## src/hdl/fan_alert_pkg.sv

```systemverilog
package fan_alert_pkg;
  // ---------------------------------------------------------------
  // register indices; byte address is index times four
  // ---------------------------------------------------------------
  localparam logic [2:0] IDX_DEVICE_CONFIG = 3'h0;
  localparam logic [2:0] IDX_DIRECTION = 3'h1;
  localparam logic [2:0] IDX_DRIVE_STYLE = 3'h2;
  localparam logic [2:0] IDX_STATUS = 3'h3;
  localparam logic [2:0] IDX_CHANGE_MASK = 3'h4;
  localparam logic [2:0] IDX_OUT_DATA = 3'h5;
  localparam logic [2:0] IDX_FAN_LEVEL = 3'h6;
  localparam logic [2:0] IDX_LINK_STATE = 3'h7;
  localparam int ADR_LSB = 2;
  localparam int ADR_W = 5;

  // ---------------------------------------------------------------
  // field positions and reset values
  // ---------------------------------------------------------------
  localparam int CFG_FAN_MODE_BIT = 0;
  localparam int CFG_IRQ_EN_BIT = 1;
  localparam int FAN_PIN_LO = 4;
  localparam int FAN_OFF_PIN = 4;
  localparam logic [7:0] RST_DEVICE_CONFIG = 8'h00;
  localparam logic [7:0] RST_DIRECTION = 8'h00;
  localparam logic [7:0] RST_DRIVE_STYLE = 8'h00;
  localparam logic [7:0] RST_CHANGE_MASK = 8'h00;
  localparam logic [7:0] RST_OUT_DATA = 8'hFF;
  localparam logic [7:0] RST_FAN_LEVEL = 8'h00;
  localparam logic [2:0] SPEED_TOP_N = 3'h0;
  localparam logic [2:0] SPEED_IDLE_N = 3'h7;

  // ---------------------------------------------------------------
  // two-wire addresses
  // ---------------------------------------------------------------
  localparam logic [6:0] ALERT_RESP_ADDR = 7'h0C;
  localparam logic [3:0] CLIENT_ADDR_BASE = 4'h4;

  // ---------------------------------------------------------------
  // timing
  // ---------------------------------------------------------------
  localparam int CLK_HZ = 20_000_000;
  localparam int START_TIME_MS = 1000;
  localparam int START_CYCLES = START_TIME_MS * (CLK_HZ / 1000);
  localparam int IDLE_LIMIT_US = 50;
  localparam int IDLE_CYCLES = IDLE_LIMIT_US * (CLK_HZ / 1_000_000);
  localparam int CNT_W = 25;

  typedef enum logic [2:0] {
    FAN_OFF = 3'b000,
    FAN_SPIN = 3'b001,
    FAN_BOOST = 3'b011,
    FAN_RUN = 3'b010,
    FAN_STOP = 3'b110
  } fan_state_t;

  typedef enum logic [2:0] {
    LNK_IDLE = 3'b000,
    LNK_ADDR = 3'b001,
    LNK_AACK = 3'b011,
    LNK_SEND = 3'b010,
    LNK_MACK = 3'b110
  } link_state_t;
endpackage : fan_alert_pkg

```

## src/hdl/fan_alert.sv

```systemverilog
// Functional notes
// - fan started from zero level runs top speed about one second, then programmed
// - spin-up timed by counter on oscillator enable, oscillator off when done
// - start: speed selects change first, shutdown released half interval later
// - zero level: shutdown asserted first, speed selects idle half interval later
// - oscillator powered down after the shutdown half interval
// - input pin changes set status regardless of enables and masks
// - status read returns bits then clears; repeats collapse to one bit
// - interrupt needs global interrupt enable set
// - interrupt also needs the pin's mask bit set
// - interrupt pulls alert low until alert response or status read
// - alert response releases alert; status stays until read
// - host may instead read status, clearing it and releasing alert
// - no status for output pins or upper four pins in fan mode
// - data stable while clock high; changes only while clock low
// - data fall with clock high is start, rise is stop
// - bus busy after start; free after stop or long idle high
// - bytes are eight bits msb first plus acknowledge bit
// - transmitter releases data at acknowledge; receiver pulls low to ack
// - reset: all inputs, open drain, data all ones, fan level zero
// - enabling fan mode with nonzero level starts spin-up; interrupts need the separate enable bit
// - fan mode: upper pins are speed selects two..zero and shutdown
// - answer alert response address while alert is asserted, with own address
`timescale 1ns/100ps
module fan_alert
  import fan_alert_pkg::*;
#(
  parameter int START_CNT = START_CYCLES
)(
  input wire logic clk_i,
  input wire logic rst_i,
  input wire logic cyc_i,
  input wire logic stb_i,
  input wire logic we_i,
  input wire logic [ADR_W-1:0] adr_i,
  input wire logic [3:0] sel_i,
  input wire logic [31:0] dat_i,
  output logic [31:0] dat_o,
  output logic ack_o,
  input wire logic [7:0] pin_i,
  output logic [7:0] pin_o,
  output logic [7:0] pin_oe_o,
  input wire logic scl_i,
  input wire logic sda_i,
  output logic sda_o,
  output logic sda_oe_o,
  output logic alert_n_o,
  output logic alert_oe_o,
  input wire logic [2:0] addr_strap_i,
  output logic osc_en_o
);
  localparam int HALF_CNT = START_CNT / 2;

  generate
    if (START_CNT < 2 || START_CNT >= (1 << CNT_W))
    begin : g_bad_start
      $error("START_CNT out of range");
    end
  endgenerate

  // ---------------------------------------------------------------
  // registers
  // ---------------------------------------------------------------
  logic [7:0] device_config_r, direction_r, drive_style_r;
  logic [7:0] change_mask_r, out_data_r, fan_level_r, status_r;
  logic wr_en, rd_stat, fan_mode, irq_en;
  logic [2:0] idx;
  logic [7:0] wbyte;

  assign idx = adr_i[ADR_LSB+2:ADR_LSB];
  assign wbyte = dat_i[7:0];
  assign wr_en = cyc_i & stb_i & we_i & ~ack_o & sel_i[0];
  assign rd_stat = cyc_i & stb_i & ~we_i & ~ack_o & (idx == IDX_STATUS);
  assign fan_mode = device_config_r[CFG_FAN_MODE_BIT];
  assign irq_en = device_config_r[CFG_IRQ_EN_BIT];

  always_ff @(posedge clk_i)
  begin
    if (rst_i)
    begin
      device_config_r <= RST_DEVICE_CONFIG;
      direction_r <= RST_DIRECTION;
      drive_style_r <= RST_DRIVE_STYLE;
      change_mask_r <= RST_CHANGE_MASK;
      out_data_r <= RST_OUT_DATA;
      fan_level_r <= RST_FAN_LEVEL;
    end
    else if (wr_en)
    begin
      unique case (idx)
        IDX_DEVICE_CONFIG: device_config_r <= wbyte;
        IDX_DIRECTION: direction_r <= wbyte;
        IDX_DRIVE_STYLE: drive_style_r <= wbyte;
        IDX_CHANGE_MASK: change_mask_r <= wbyte;
        IDX_OUT_DATA: out_data_r <= wbyte;
        IDX_FAN_LEVEL: fan_level_r <= wbyte;
        default: ;
      endcase
    end
  end

  // ---------------------------------------------------------------
  // wishbone answer: one wait state, unmapped reads zero
  // ---------------------------------------------------------------
  logic link_busy_r;
  logic [6:0] client_addr_r;

  always_ff @(posedge clk_i)
  begin
    if (rst_i)
    begin
      ack_o <= 1'b0;
      dat_o <= 32'h0000_0000;
    end
    else
    begin
      ack_o <= cyc_i & stb_i & ~ack_o;
      dat_o <= 32'h0000_0000;
      if (cyc_i & stb_i & ~we_i & ~ack_o)
      begin
        unique case (idx)
          IDX_DEVICE_CONFIG: dat_o[7:0] <= device_config_r;
          IDX_DIRECTION: dat_o[7:0] <= direction_r;
          IDX_DRIVE_STYLE: dat_o[7:0] <= drive_style_r;
          IDX_STATUS: dat_o[7:0] <= status_r;
          IDX_CHANGE_MASK: dat_o[7:0] <= change_mask_r;
          IDX_OUT_DATA: dat_o[7:0] <= out_data_r;
          IDX_FAN_LEVEL: dat_o[7:0] <= fan_level_r;
          IDX_LINK_STATE: dat_o[7:0] <= {link_busy_r, client_addr_r};
          default: ;
        endcase
      end
    end
  end

  // ---------------------------------------------------------------
  // input change capture
  // ---------------------------------------------------------------
  logic [7:0] pin_s1_r, pin_s2_r, pin_prev_r, watch, change;

  always_ff @(posedge clk_i)
  begin
    pin_s1_r <= pin_i;
    pin_s2_r <= pin_s1_r;
    pin_prev_r <= pin_s2_r;
  end

  always_comb
  begin
    watch = ~direction_r;
    if (fan_mode)
      watch[7:FAN_PIN_LO] = 4'h0;
  end

  assign change = (pin_s2_r ^ pin_prev_r) & watch;

  // unmaskable capture; set wins over read clear
  always_ff @(posedge clk_i)
  begin
    if (rst_i)
      status_r <= 8'h00;
    else if (rd_stat)
      status_r <= change;
    else
      status_r <= status_r | change;
  end

  // ---------------------------------------------------------------
  // alert
  // ---------------------------------------------------------------
  logic alert_r, irq_set, ara_done;

  assign irq_set = irq_en & |(change & change_mask_r);

  // held until released; release by response or read
  always_ff @(posedge clk_i)
  begin
    if (rst_i)
      alert_r <= 1'b0;
    else if (irq_set)
      alert_r <= 1'b1;
    else if (rd_stat | ara_done)
      alert_r <= 1'b0;
  end

  always_ff @(posedge clk_i)
  begin
    if (rst_i)
    begin
      alert_n_o <= 1'b1;
      alert_oe_o <= 1'b0;
    end
    else
    begin
      alert_n_o <= 1'b0;
      alert_oe_o <= alert_r;
    end
  end

  // ---------------------------------------------------------------
  // fan sequencer
  // ---------------------------------------------------------------
  fan_state_t fan_st_r;
  logic [CNT_W-1:0] fan_cnt_r;
  logic [2:0] speed_select_n_r;
  logic fan_off_n_r, half_done, lvl_zero;

  assign half_done = (fan_cnt_r == CNT_W'(HALF_CNT - 1));
  assign lvl_zero = (fan_level_r == 8'h00);

  // counter advances only while the oscillator runs
  always_ff @(posedge clk_i)
  begin
    // shutdown during spin-up restarts the half interval
    if (rst_i || !osc_en_o || half_done || (lvl_zero && (fan_st_r == FAN_SPIN ||
        fan_st_r == FAN_BOOST)))
      fan_cnt_r <= '0;
    else
      fan_cnt_r <= fan_cnt_r + 1'b1;
  end

  always_ff @(posedge clk_i)
  begin
    if (rst_i || !fan_mode)
      fan_st_r <= FAN_OFF;
    else
    begin
      unique case (fan_st_r)
        FAN_OFF: if (!lvl_zero) fan_st_r <= FAN_SPIN;
        FAN_SPIN:
          if (lvl_zero)
            fan_st_r <= FAN_STOP;
          else if (half_done)
            fan_st_r <= FAN_BOOST;
        FAN_BOOST:
          if (lvl_zero)
            fan_st_r <= FAN_STOP;
          else if (half_done)
            fan_st_r <= FAN_RUN;
        FAN_RUN: if (lvl_zero) fan_st_r <= FAN_STOP;
        FAN_STOP: if (half_done) fan_st_r <= FAN_OFF;
        default: fan_st_r <= FAN_OFF;
      endcase
    end
  end

  always_ff @(posedge clk_i)
  begin
    if (rst_i || !fan_mode)
    begin
      speed_select_n_r <= SPEED_IDLE_N;
      fan_off_n_r <= 1'b0;
      osc_en_o <= 1'b0;
    end
    else
    begin
      unique case (fan_st_r)
        FAN_OFF:
        begin
          // speed selects move first, shutdown still held
          speed_select_n_r <= lvl_zero ? SPEED_IDLE_N : SPEED_TOP_N;
          fan_off_n_r <= 1'b0;
          osc_en_o <= !lvl_zero;
        end
        FAN_SPIN:
        begin
          speed_select_n_r <= SPEED_TOP_N;
          fan_off_n_r <= half_done & !lvl_zero;
          osc_en_o <= 1'b1;
        end
        FAN_BOOST:
        begin
          speed_select_n_r <= (half_done & !lvl_zero) ? ~fan_level_r[2:0] : SPEED_TOP_N;
          fan_off_n_r <= !lvl_zero;
          // oscillator off at end of interval
          osc_en_o <= lvl_zero | !half_done;
        end
        FAN_RUN:
        begin
          speed_select_n_r <= lvl_zero ? speed_select_n_r : ~fan_level_r[2:0];
          fan_off_n_r <= !lvl_zero;
          osc_en_o <= lvl_zero;
        end
        FAN_STOP:
        begin
          // selects idle after half interval; oscillator off
          speed_select_n_r <= half_done ? SPEED_IDLE_N : speed_select_n_r;
          fan_off_n_r <= 1'b0;
          osc_en_o <= !half_done;
        end
        default:
        begin
          speed_select_n_r <= SPEED_IDLE_N;
          fan_off_n_r <= 1'b0;
          osc_en_o <= 1'b0;
        end
      endcase
    end
  end

  // ---------------------------------------------------------------
  // pin drivers
  // ---------------------------------------------------------------
  logic [7:0] drv_val, drv_oe;

  always_comb
  begin
    drv_val = out_data_r & direction_r & drive_style_r;
    drv_oe = direction_r & (drive_style_r | ~out_data_r);
    // fan pins open drain from the sequencer
    if (fan_mode)
    begin
      drv_val[7:FAN_PIN_LO] = 4'h0;
      drv_oe[7:FAN_PIN_LO] = ~{speed_select_n_r, fan_off_n_r};
    end
  end

  always_ff @(posedge clk_i)
  begin
    if (rst_i)
    begin
      pin_o <= 8'h00;
      pin_oe_o <= 8'h00;
    end
    else
    begin
      pin_o <= drv_val;
      pin_oe_o <= drv_oe;
    end
  end

  // ---------------------------------------------------------------
  // two-wire alert response slave
  // ---------------------------------------------------------------
  logic scl_s1_r, scl_s2_r, scl_prev_r, sda_s1_r, sda_s2_r, sda_prev_r;
  logic scl_rise, scl_fall, start_det, stop_det, strap_done_r;
  logic [$clog2(IDLE_CYCLES+1)-1:0] idle_cnt_r;
  link_state_t lnk_st_r;
  logic [7:0] sh_r;
  logic [3:0] bit_cnt_r;

  always_ff @(posedge clk_i)
  begin
    scl_s1_r <= scl_i;
    scl_s2_r <= scl_s1_r;
    scl_prev_r <= scl_s2_r;
    sda_s1_r <= sda_i;
    sda_s2_r <= sda_s1_r;
    sda_prev_r <= sda_s2_r;
  end

  assign scl_rise = scl_s2_r & ~scl_prev_r;
  assign scl_fall = ~scl_s2_r & scl_prev_r;
  // start and stop seen with clock high
  assign start_det = scl_s2_r & scl_prev_r & sda_prev_r & ~sda_s2_r;
  assign stop_det = scl_s2_r & scl_prev_r & ~sda_prev_r & sda_s2_r;

  // strap caught once after reset release
  always_ff @(posedge clk_i)
  begin
    if (rst_i)
    begin
      strap_done_r <= 1'b0;
      client_addr_r <= 7'h00;
    end
    else if (!strap_done_r)
    begin
      strap_done_r <= 1'b1;
      client_addr_r <= {CLIENT_ADDR_BASE, addr_strap_i};
    end
  end

  // busy from start until stop or idle high timeout
  always_ff @(posedge clk_i)
  begin
    if (rst_i)
    begin
      link_busy_r <= 1'b0;
      idle_cnt_r <= '0;
    end
    else
    begin
      if (!(scl_s2_r & sda_s2_r))
        idle_cnt_r <= '0;
      else if (idle_cnt_r != ($bits(idle_cnt_r))'(IDLE_CYCLES))
        idle_cnt_r <= idle_cnt_r + 1'b1;
      if (start_det)
        link_busy_r <= 1'b1;
      else if (stop_det || idle_cnt_r == ($bits(idle_cnt_r))'(IDLE_CYCLES))
        link_busy_r <= 1'b0;
    end
  end

  assign ara_done = (lnk_st_r == LNK_MACK) & scl_rise;

  always_ff @(posedge clk_i)
  begin
    // a start is taken in the same cycle that marks the bus busy
    if (rst_i || stop_det || !(link_busy_r || start_det))
    begin
      lnk_st_r <= LNK_IDLE;
      sda_oe_o <= 1'b0;
      sh_r <= 8'h00;
      bit_cnt_r <= 4'h0;
    end
    else if (start_det)
    begin
      lnk_st_r <= LNK_ADDR;
      sda_oe_o <= 1'b0;
      bit_cnt_r <= 4'h0;
    end
    else
    begin
      unique case (lnk_st_r)
        LNK_IDLE: ;
        LNK_ADDR:
          // eight bits msb first, sampled on clock rise
          if (scl_rise)
          begin
            sh_r <= {sh_r[6:0], sda_s2_r};
            bit_cnt_r <= bit_cnt_r + 1'b1;
          end
          else if (scl_fall && bit_cnt_r == 4'h8)
          begin
            // only while alert asserted; ack by pulling low
            if (sh_r == {ALERT_RESP_ADDR, 1'b1} && alert_r)
            begin
              lnk_st_r <= LNK_AACK;
              sda_oe_o <= 1'b1;
            end
            else
              lnk_st_r <= LNK_IDLE;
          end
        LNK_AACK:
          // data changes only after clock fall
          if (scl_fall)
          begin
            lnk_st_r <= LNK_SEND;
            sh_r <= {client_addr_r, 1'b0};
            sda_oe_o <= ~client_addr_r[6];
            bit_cnt_r <= 4'h0;
          end
        LNK_SEND:
          if (scl_rise)
          begin
            bit_cnt_r <= bit_cnt_r + 1'b1;
            // lost arbitration to a lower address
            if (!sda_oe_o && !sda_s2_r)
              lnk_st_r <= LNK_IDLE;
          end
          else if (scl_fall)
          begin
            if (bit_cnt_r == 4'h8)
            begin
              // release data for the host acknowledge
              lnk_st_r <= LNK_MACK;
              sda_oe_o <= 1'b0;
            end
            else
            begin
              sh_r <= {sh_r[6:0], 1'b0};
              sda_oe_o <= ~sh_r[6];
            end
          end
        LNK_MACK: if (scl_rise) lnk_st_r <= LNK_IDLE;
        default: lnk_st_r <= LNK_IDLE;
      endcase
    end
  end

  always_ff @(posedge clk_i)
  begin
    sda_o <= 1'b0;
  end
endmodule : fan_alert

```

## config.mk

```make
export PLATFORM = sky130hd
export DESIGN_NAME = fan_alert
export DESIGN_NICKNAME = d
export VERILOG_FILES = /design/src/hdl/fan_alert_pkg.sv /design/src/hdl/fan_alert.sv
export SDC_FILE = /design/constraint.sdc
export NUM_CORES = 1
export LEC_CHECK = 0
export BUFFER_PORTS_ARGS = -buffer_cell sky130_fd_sc_hd__buf_2
export CORE_MARGIN = 8
export CORE_UTILIZATION = 57
export DETAILED_ROUTE_END_ITERATION = 10
export HOLD_SLACK_MARGIN = 0.08
export PLACE_DENSITY_LB_ADDON = 0.05
export SETUP_SLACK_MARGIN = 0.02
export SYNTH_ARGS = -nofsm -noshare
export SYNTH_HDL_FRONTEND = slang
export SYNTH_SLANG_ARGS = --single-unit
export TNS_END_PERCENT = 10
```

## constraint.sdc

```tcl
create_clock -name clk_i -period 2.3 [get_ports clk_i]
set_input_delay 0.46 -clock clk_i [delete_from_list [all_inputs] [get_ports clk_i]]
set_output_delay 0.46 -clock clk_i [all_outputs]
set_load 0.02 [all_outputs]
```

==> flow_summary_export.csv <==
group,metric,value,unit
synth,synth_top_flop_cell,"dfxtp_1",
timing,tightest_slew,0.660,ns
layout,synthToLayoutAreaGrowth,14.0,%
job,maxCapViolCount,0,
layout,utilization,65.6,%
critical_path,crit_start_category,"register",
critical_path,worst_setup_path_end_kind,"register",
timing,setup_viol,0,
clock_tree,cts.sink_count,179,
timing,finClkSkew,0.00951,ns
synth,synth_sequential_area_ratio,47.8,%
routing,wire_per_inst,15.8,um
pwr,power.internal,4.97,mW
routing,drt_drc_violations_left,0,
die,floorplan.initialDensity,57.6,%
clock_tree,max-clock-path-buffers,2,
clock_tree,cts.root.buffer_cell,"clkbuf_16",
timing,timing.final.max_slew_violations,0,
timing,max_slew_margin,56.0,%
routing,avgViaCountPerCell,5.46,
synth,postSynthAreaPerCell,9.18,sq um
clock_tree,hold_buf_count_cts,0,
hold_path,holdCritStartpoint,"pin_i[6]",
layout,multi_input_comb_area,0.00356,sq mm
layout,nNetsFinal,950,
synth,netlist.top_cell.by_area,"dfxtp_1",
layout,fill_cells,1159,
synth,flops_latches_synth,179,
pwr,power_density,747,mW/mm^2
pwr,switching_power,1.42,mW
pwr,vdd.ir_drop.worst,0.490,mV
grt,wire_length_of_the_first_global_routing_pass,27.8,mm
grt,initial_antenna_violation_count,0,
critical_path,timing.critical_path.from,"bit_cnt_r[0]",
grt,grt_remaining_overflow,0,
routing,wirelength,16.9,mm
clock_tree,clock_latency,0.43,ns
hold_path,worst_min_path_class,"in2reg",
timing,hold_slack,0.129,ns
die,design.core.area,0.0130,sq mm
pwr,power_switching_share,22.3,%
synth,mappedNetlistArea,0.00750,sq mm
synth,distinct_cell_type_count_of_the_synthesized_netlist,63,
placed_design,gpl.final_weighted_congestion,0.839,
placed_design,total_half_perimeter_wirelength_after_legalization_and_detailed_placement,12.2,mm
critical_path,timing_worst_setup_path_type,"reg2reg",
clock_tree,tritoncts,"built",
layout,drive_above_1_share,14.8,%
clock_tree,htree_levels,4,
routing,dr_total_vias,5858,
die,floorplan.die_area,0.0171,sq mm
synth,synth_top_area_share,47.8,%
layout,antenna_cells_inserted,0,
grt,gr-usage-all-layers,20.7,%
timing,grt_setup_unrepaired,"no",
timing,timing.final.hold_violations,0,
grt,grt_start_max_net_pins,34,
pwr,power.clock.fraction,45.1,%
critical_path,r2r_slack,0.14,ns
die,die_w,131,um
pwr,sequentialPowerShare,49.9,%
die,rows,42,
timing,fin_setup_tns,0,ns
synth,synth_enable_flop_cells,0,
critical_path,critical_path_arrival,2.49,ns
critical_path,timing.rr.start,"bit_cnt_r[0]",
pwr,combPwrFrac,4.9,%
synth,netlist_top_cells_area,"dfxtp_1, mux2i_1, nor2_1, xnor2_1, nand3_1",
routing,detailed_route_iter0_violations,441,
grt,via_count_of_the_first_global_routing_pass,5712,
die,die_y,131,um
pwr,total_power,6.39,mW
clock_tree,worst_setup_hold_path_clk_slew,0.06,ns
critical_path,critical_path_peak_fanout,16,
placed_design,placement.io_buffers,58,
outcome,run_status,"completed",
critical_path,critical_path_required,2.63,ns
timing,min_period,2.16,ns
pwr,static-leakage-power,3.42,nW
timing,finalCritPeriodShare,93.8,%
routing,drt.antenna.violating_nets,0,
synth,ys_warn_count,0,
synth,synthesis.instances,817,
synth,asyncSetResetFlopFracSynth,0,%
layout,final-seq-area,0.00358,sq mm
die,ios,113,
clock_tree,number_of_cts_inserted_buffers,17,
routing,first_pass_iters,5,
timing,max_freq,463,MHz
what timing repair did:
item / 4_1_cts / 5_1_grt
setup endpoints to repair: 0 / 2
resized for setup: 0 / 1
buffers inserted: 0 / 0
power groups by stage:
stage / logic, mW / clock network (mW) / registers (mW)
final: 0.316 / 2.89 / 3.19
after global placement: 0.302 / 0 / 3.26
after floorplan: 0.240 / 0 / 3.25
after global routing: 0.346 / 3.08 / 3.20
after detailed placement: 0.309 / 0 / 3.26
after CTS: 0.311 / 2.93 / 3.19
metal layers:
metal	global-route usage, %	up-vias	share of wire, %
met1	25.8	2771	45
met5	0	-	0
met3	5.48	26	5.8
met2	34.1	170	47
met4	7.22	0	1.8
li1	-	2891	-
area by class of cell:
cell class	instances	share of cell area [%]
Sequential cell	179	41.9
Inverter	25	1.10
Timing Repair Buffer	84	5.86
Clock inverter	13	1.87
Clock buffer	19	5.06
Tap cell	176	2.57
Multi-Input combinational cell	576	41.6
state kept, by name, summed over array words and instances (netlist names), 4 cells and up:
name and cells:
fan_level_r 8, pin_s2_r 8, direction_r 8, out_data_r 8, fan_cnt_r 25, pin_o 8
drive_style_r 8, pin_prev_r 8, change_mask_r 8, device_config_r 8, idle_cnt_r 10, sh_r 8
dat_o 8, pin_s1_r 8, bit_cnt_r 4, pin_oe_o 8, client_addr_r 4, status_r 8
placed cells by master, fill, tap and decap left out, types with 4 or more instances in the layout:
master,Yosys,final
nor2b_1,14,14
nand3b_1,4,4
nand3_1,38,38
nor3_1,18,18
a311oi_1,6,6
a221oi_1,9,9
conb_1,1,25
ha_1,8,8
nand2b_1,14,14
a211o_1,4,4
nand4_1,7,7
a21oi_1,35,35
and4_1,4,4
buf_2,5,58
clkinvlp_4,0,5
mux2_2,7,7
a22oi_1,8,8
and3_1,10,10
clkbuf_16,0,17
nor2_1,136,136
nand2_1,47,47
dfxtp_1,179,179
nor4_1,5,5
mux2i_1,60,60
xnor2_1,22,22
buf_4,25,24
xor2_1,20,20
inv_1,25,25
o21ai_0,22,22
synthesized netlist by cell type, types with 8 or more instances:
cell type  number
a221oi_1        9
dfxtp_1       179
o21ai_0        22
and3_1         10
inv_1          25
a21oi_1        35
nor2b_1        14
nor3_1         18
nand2_1        47
clkbuf_1       23
nor2_1        136
nand3_1        38
a22oi_1         8
nand2b_1       14
xor2_1         20
xnor2_1        22
ha_1            8
buf_4          25
mux2i_1        60
path summary, 6_finish.rpt:
| kind | to | cells after the start |
|---|---|---|
| setup / recovery | sh_r[1] | 8 |
| hold / removal | pin_s1_r[6] | 1 |
| setup reg to reg | sh_r[1] | 8 |
| hold reg to reg | pin_s2_r[5] | 0 |
critical path: stages, from the launching register on:
cell	delay, ns
dfxtp_1	0.36
inv_1	0.08
ha_1	0.19
and3b_1	0.22
or3_4	0.40
a311oi_4	0.31
buf_6	0.19
nor2_1	0.05
a311oi_1	0.26
kinds of logic after synthesis:
kind of cell	after synthesis	share of synthesized area (%)
other	1	0.0500
adders and majority gates	8	1.33
AOI/OAI and AO/OA	110	9.76
DFF	179	47.8
muxes	69	9.66
buffers and inverters	86	5.94
and+or+nand+nor	322	20.6
xor gates and xnor gates	42	4.90
stage by stage:
step | instance area [sq um] | setup slack [ns] | std cells
2_1_floorplan | 7590 | 0.283 | 841
3_3_place_gp | 7960 | 0.234 | 1040
3_5_place_dp | 7960 | 0.149 | 1040
4_1_cts | 8550 | 0.127 | 1072
5_1_grt | 8560 | 0.0388 | 1072
6_report | 8560 | 0.142 | 1072
Power figures use the tool's default switching activity.
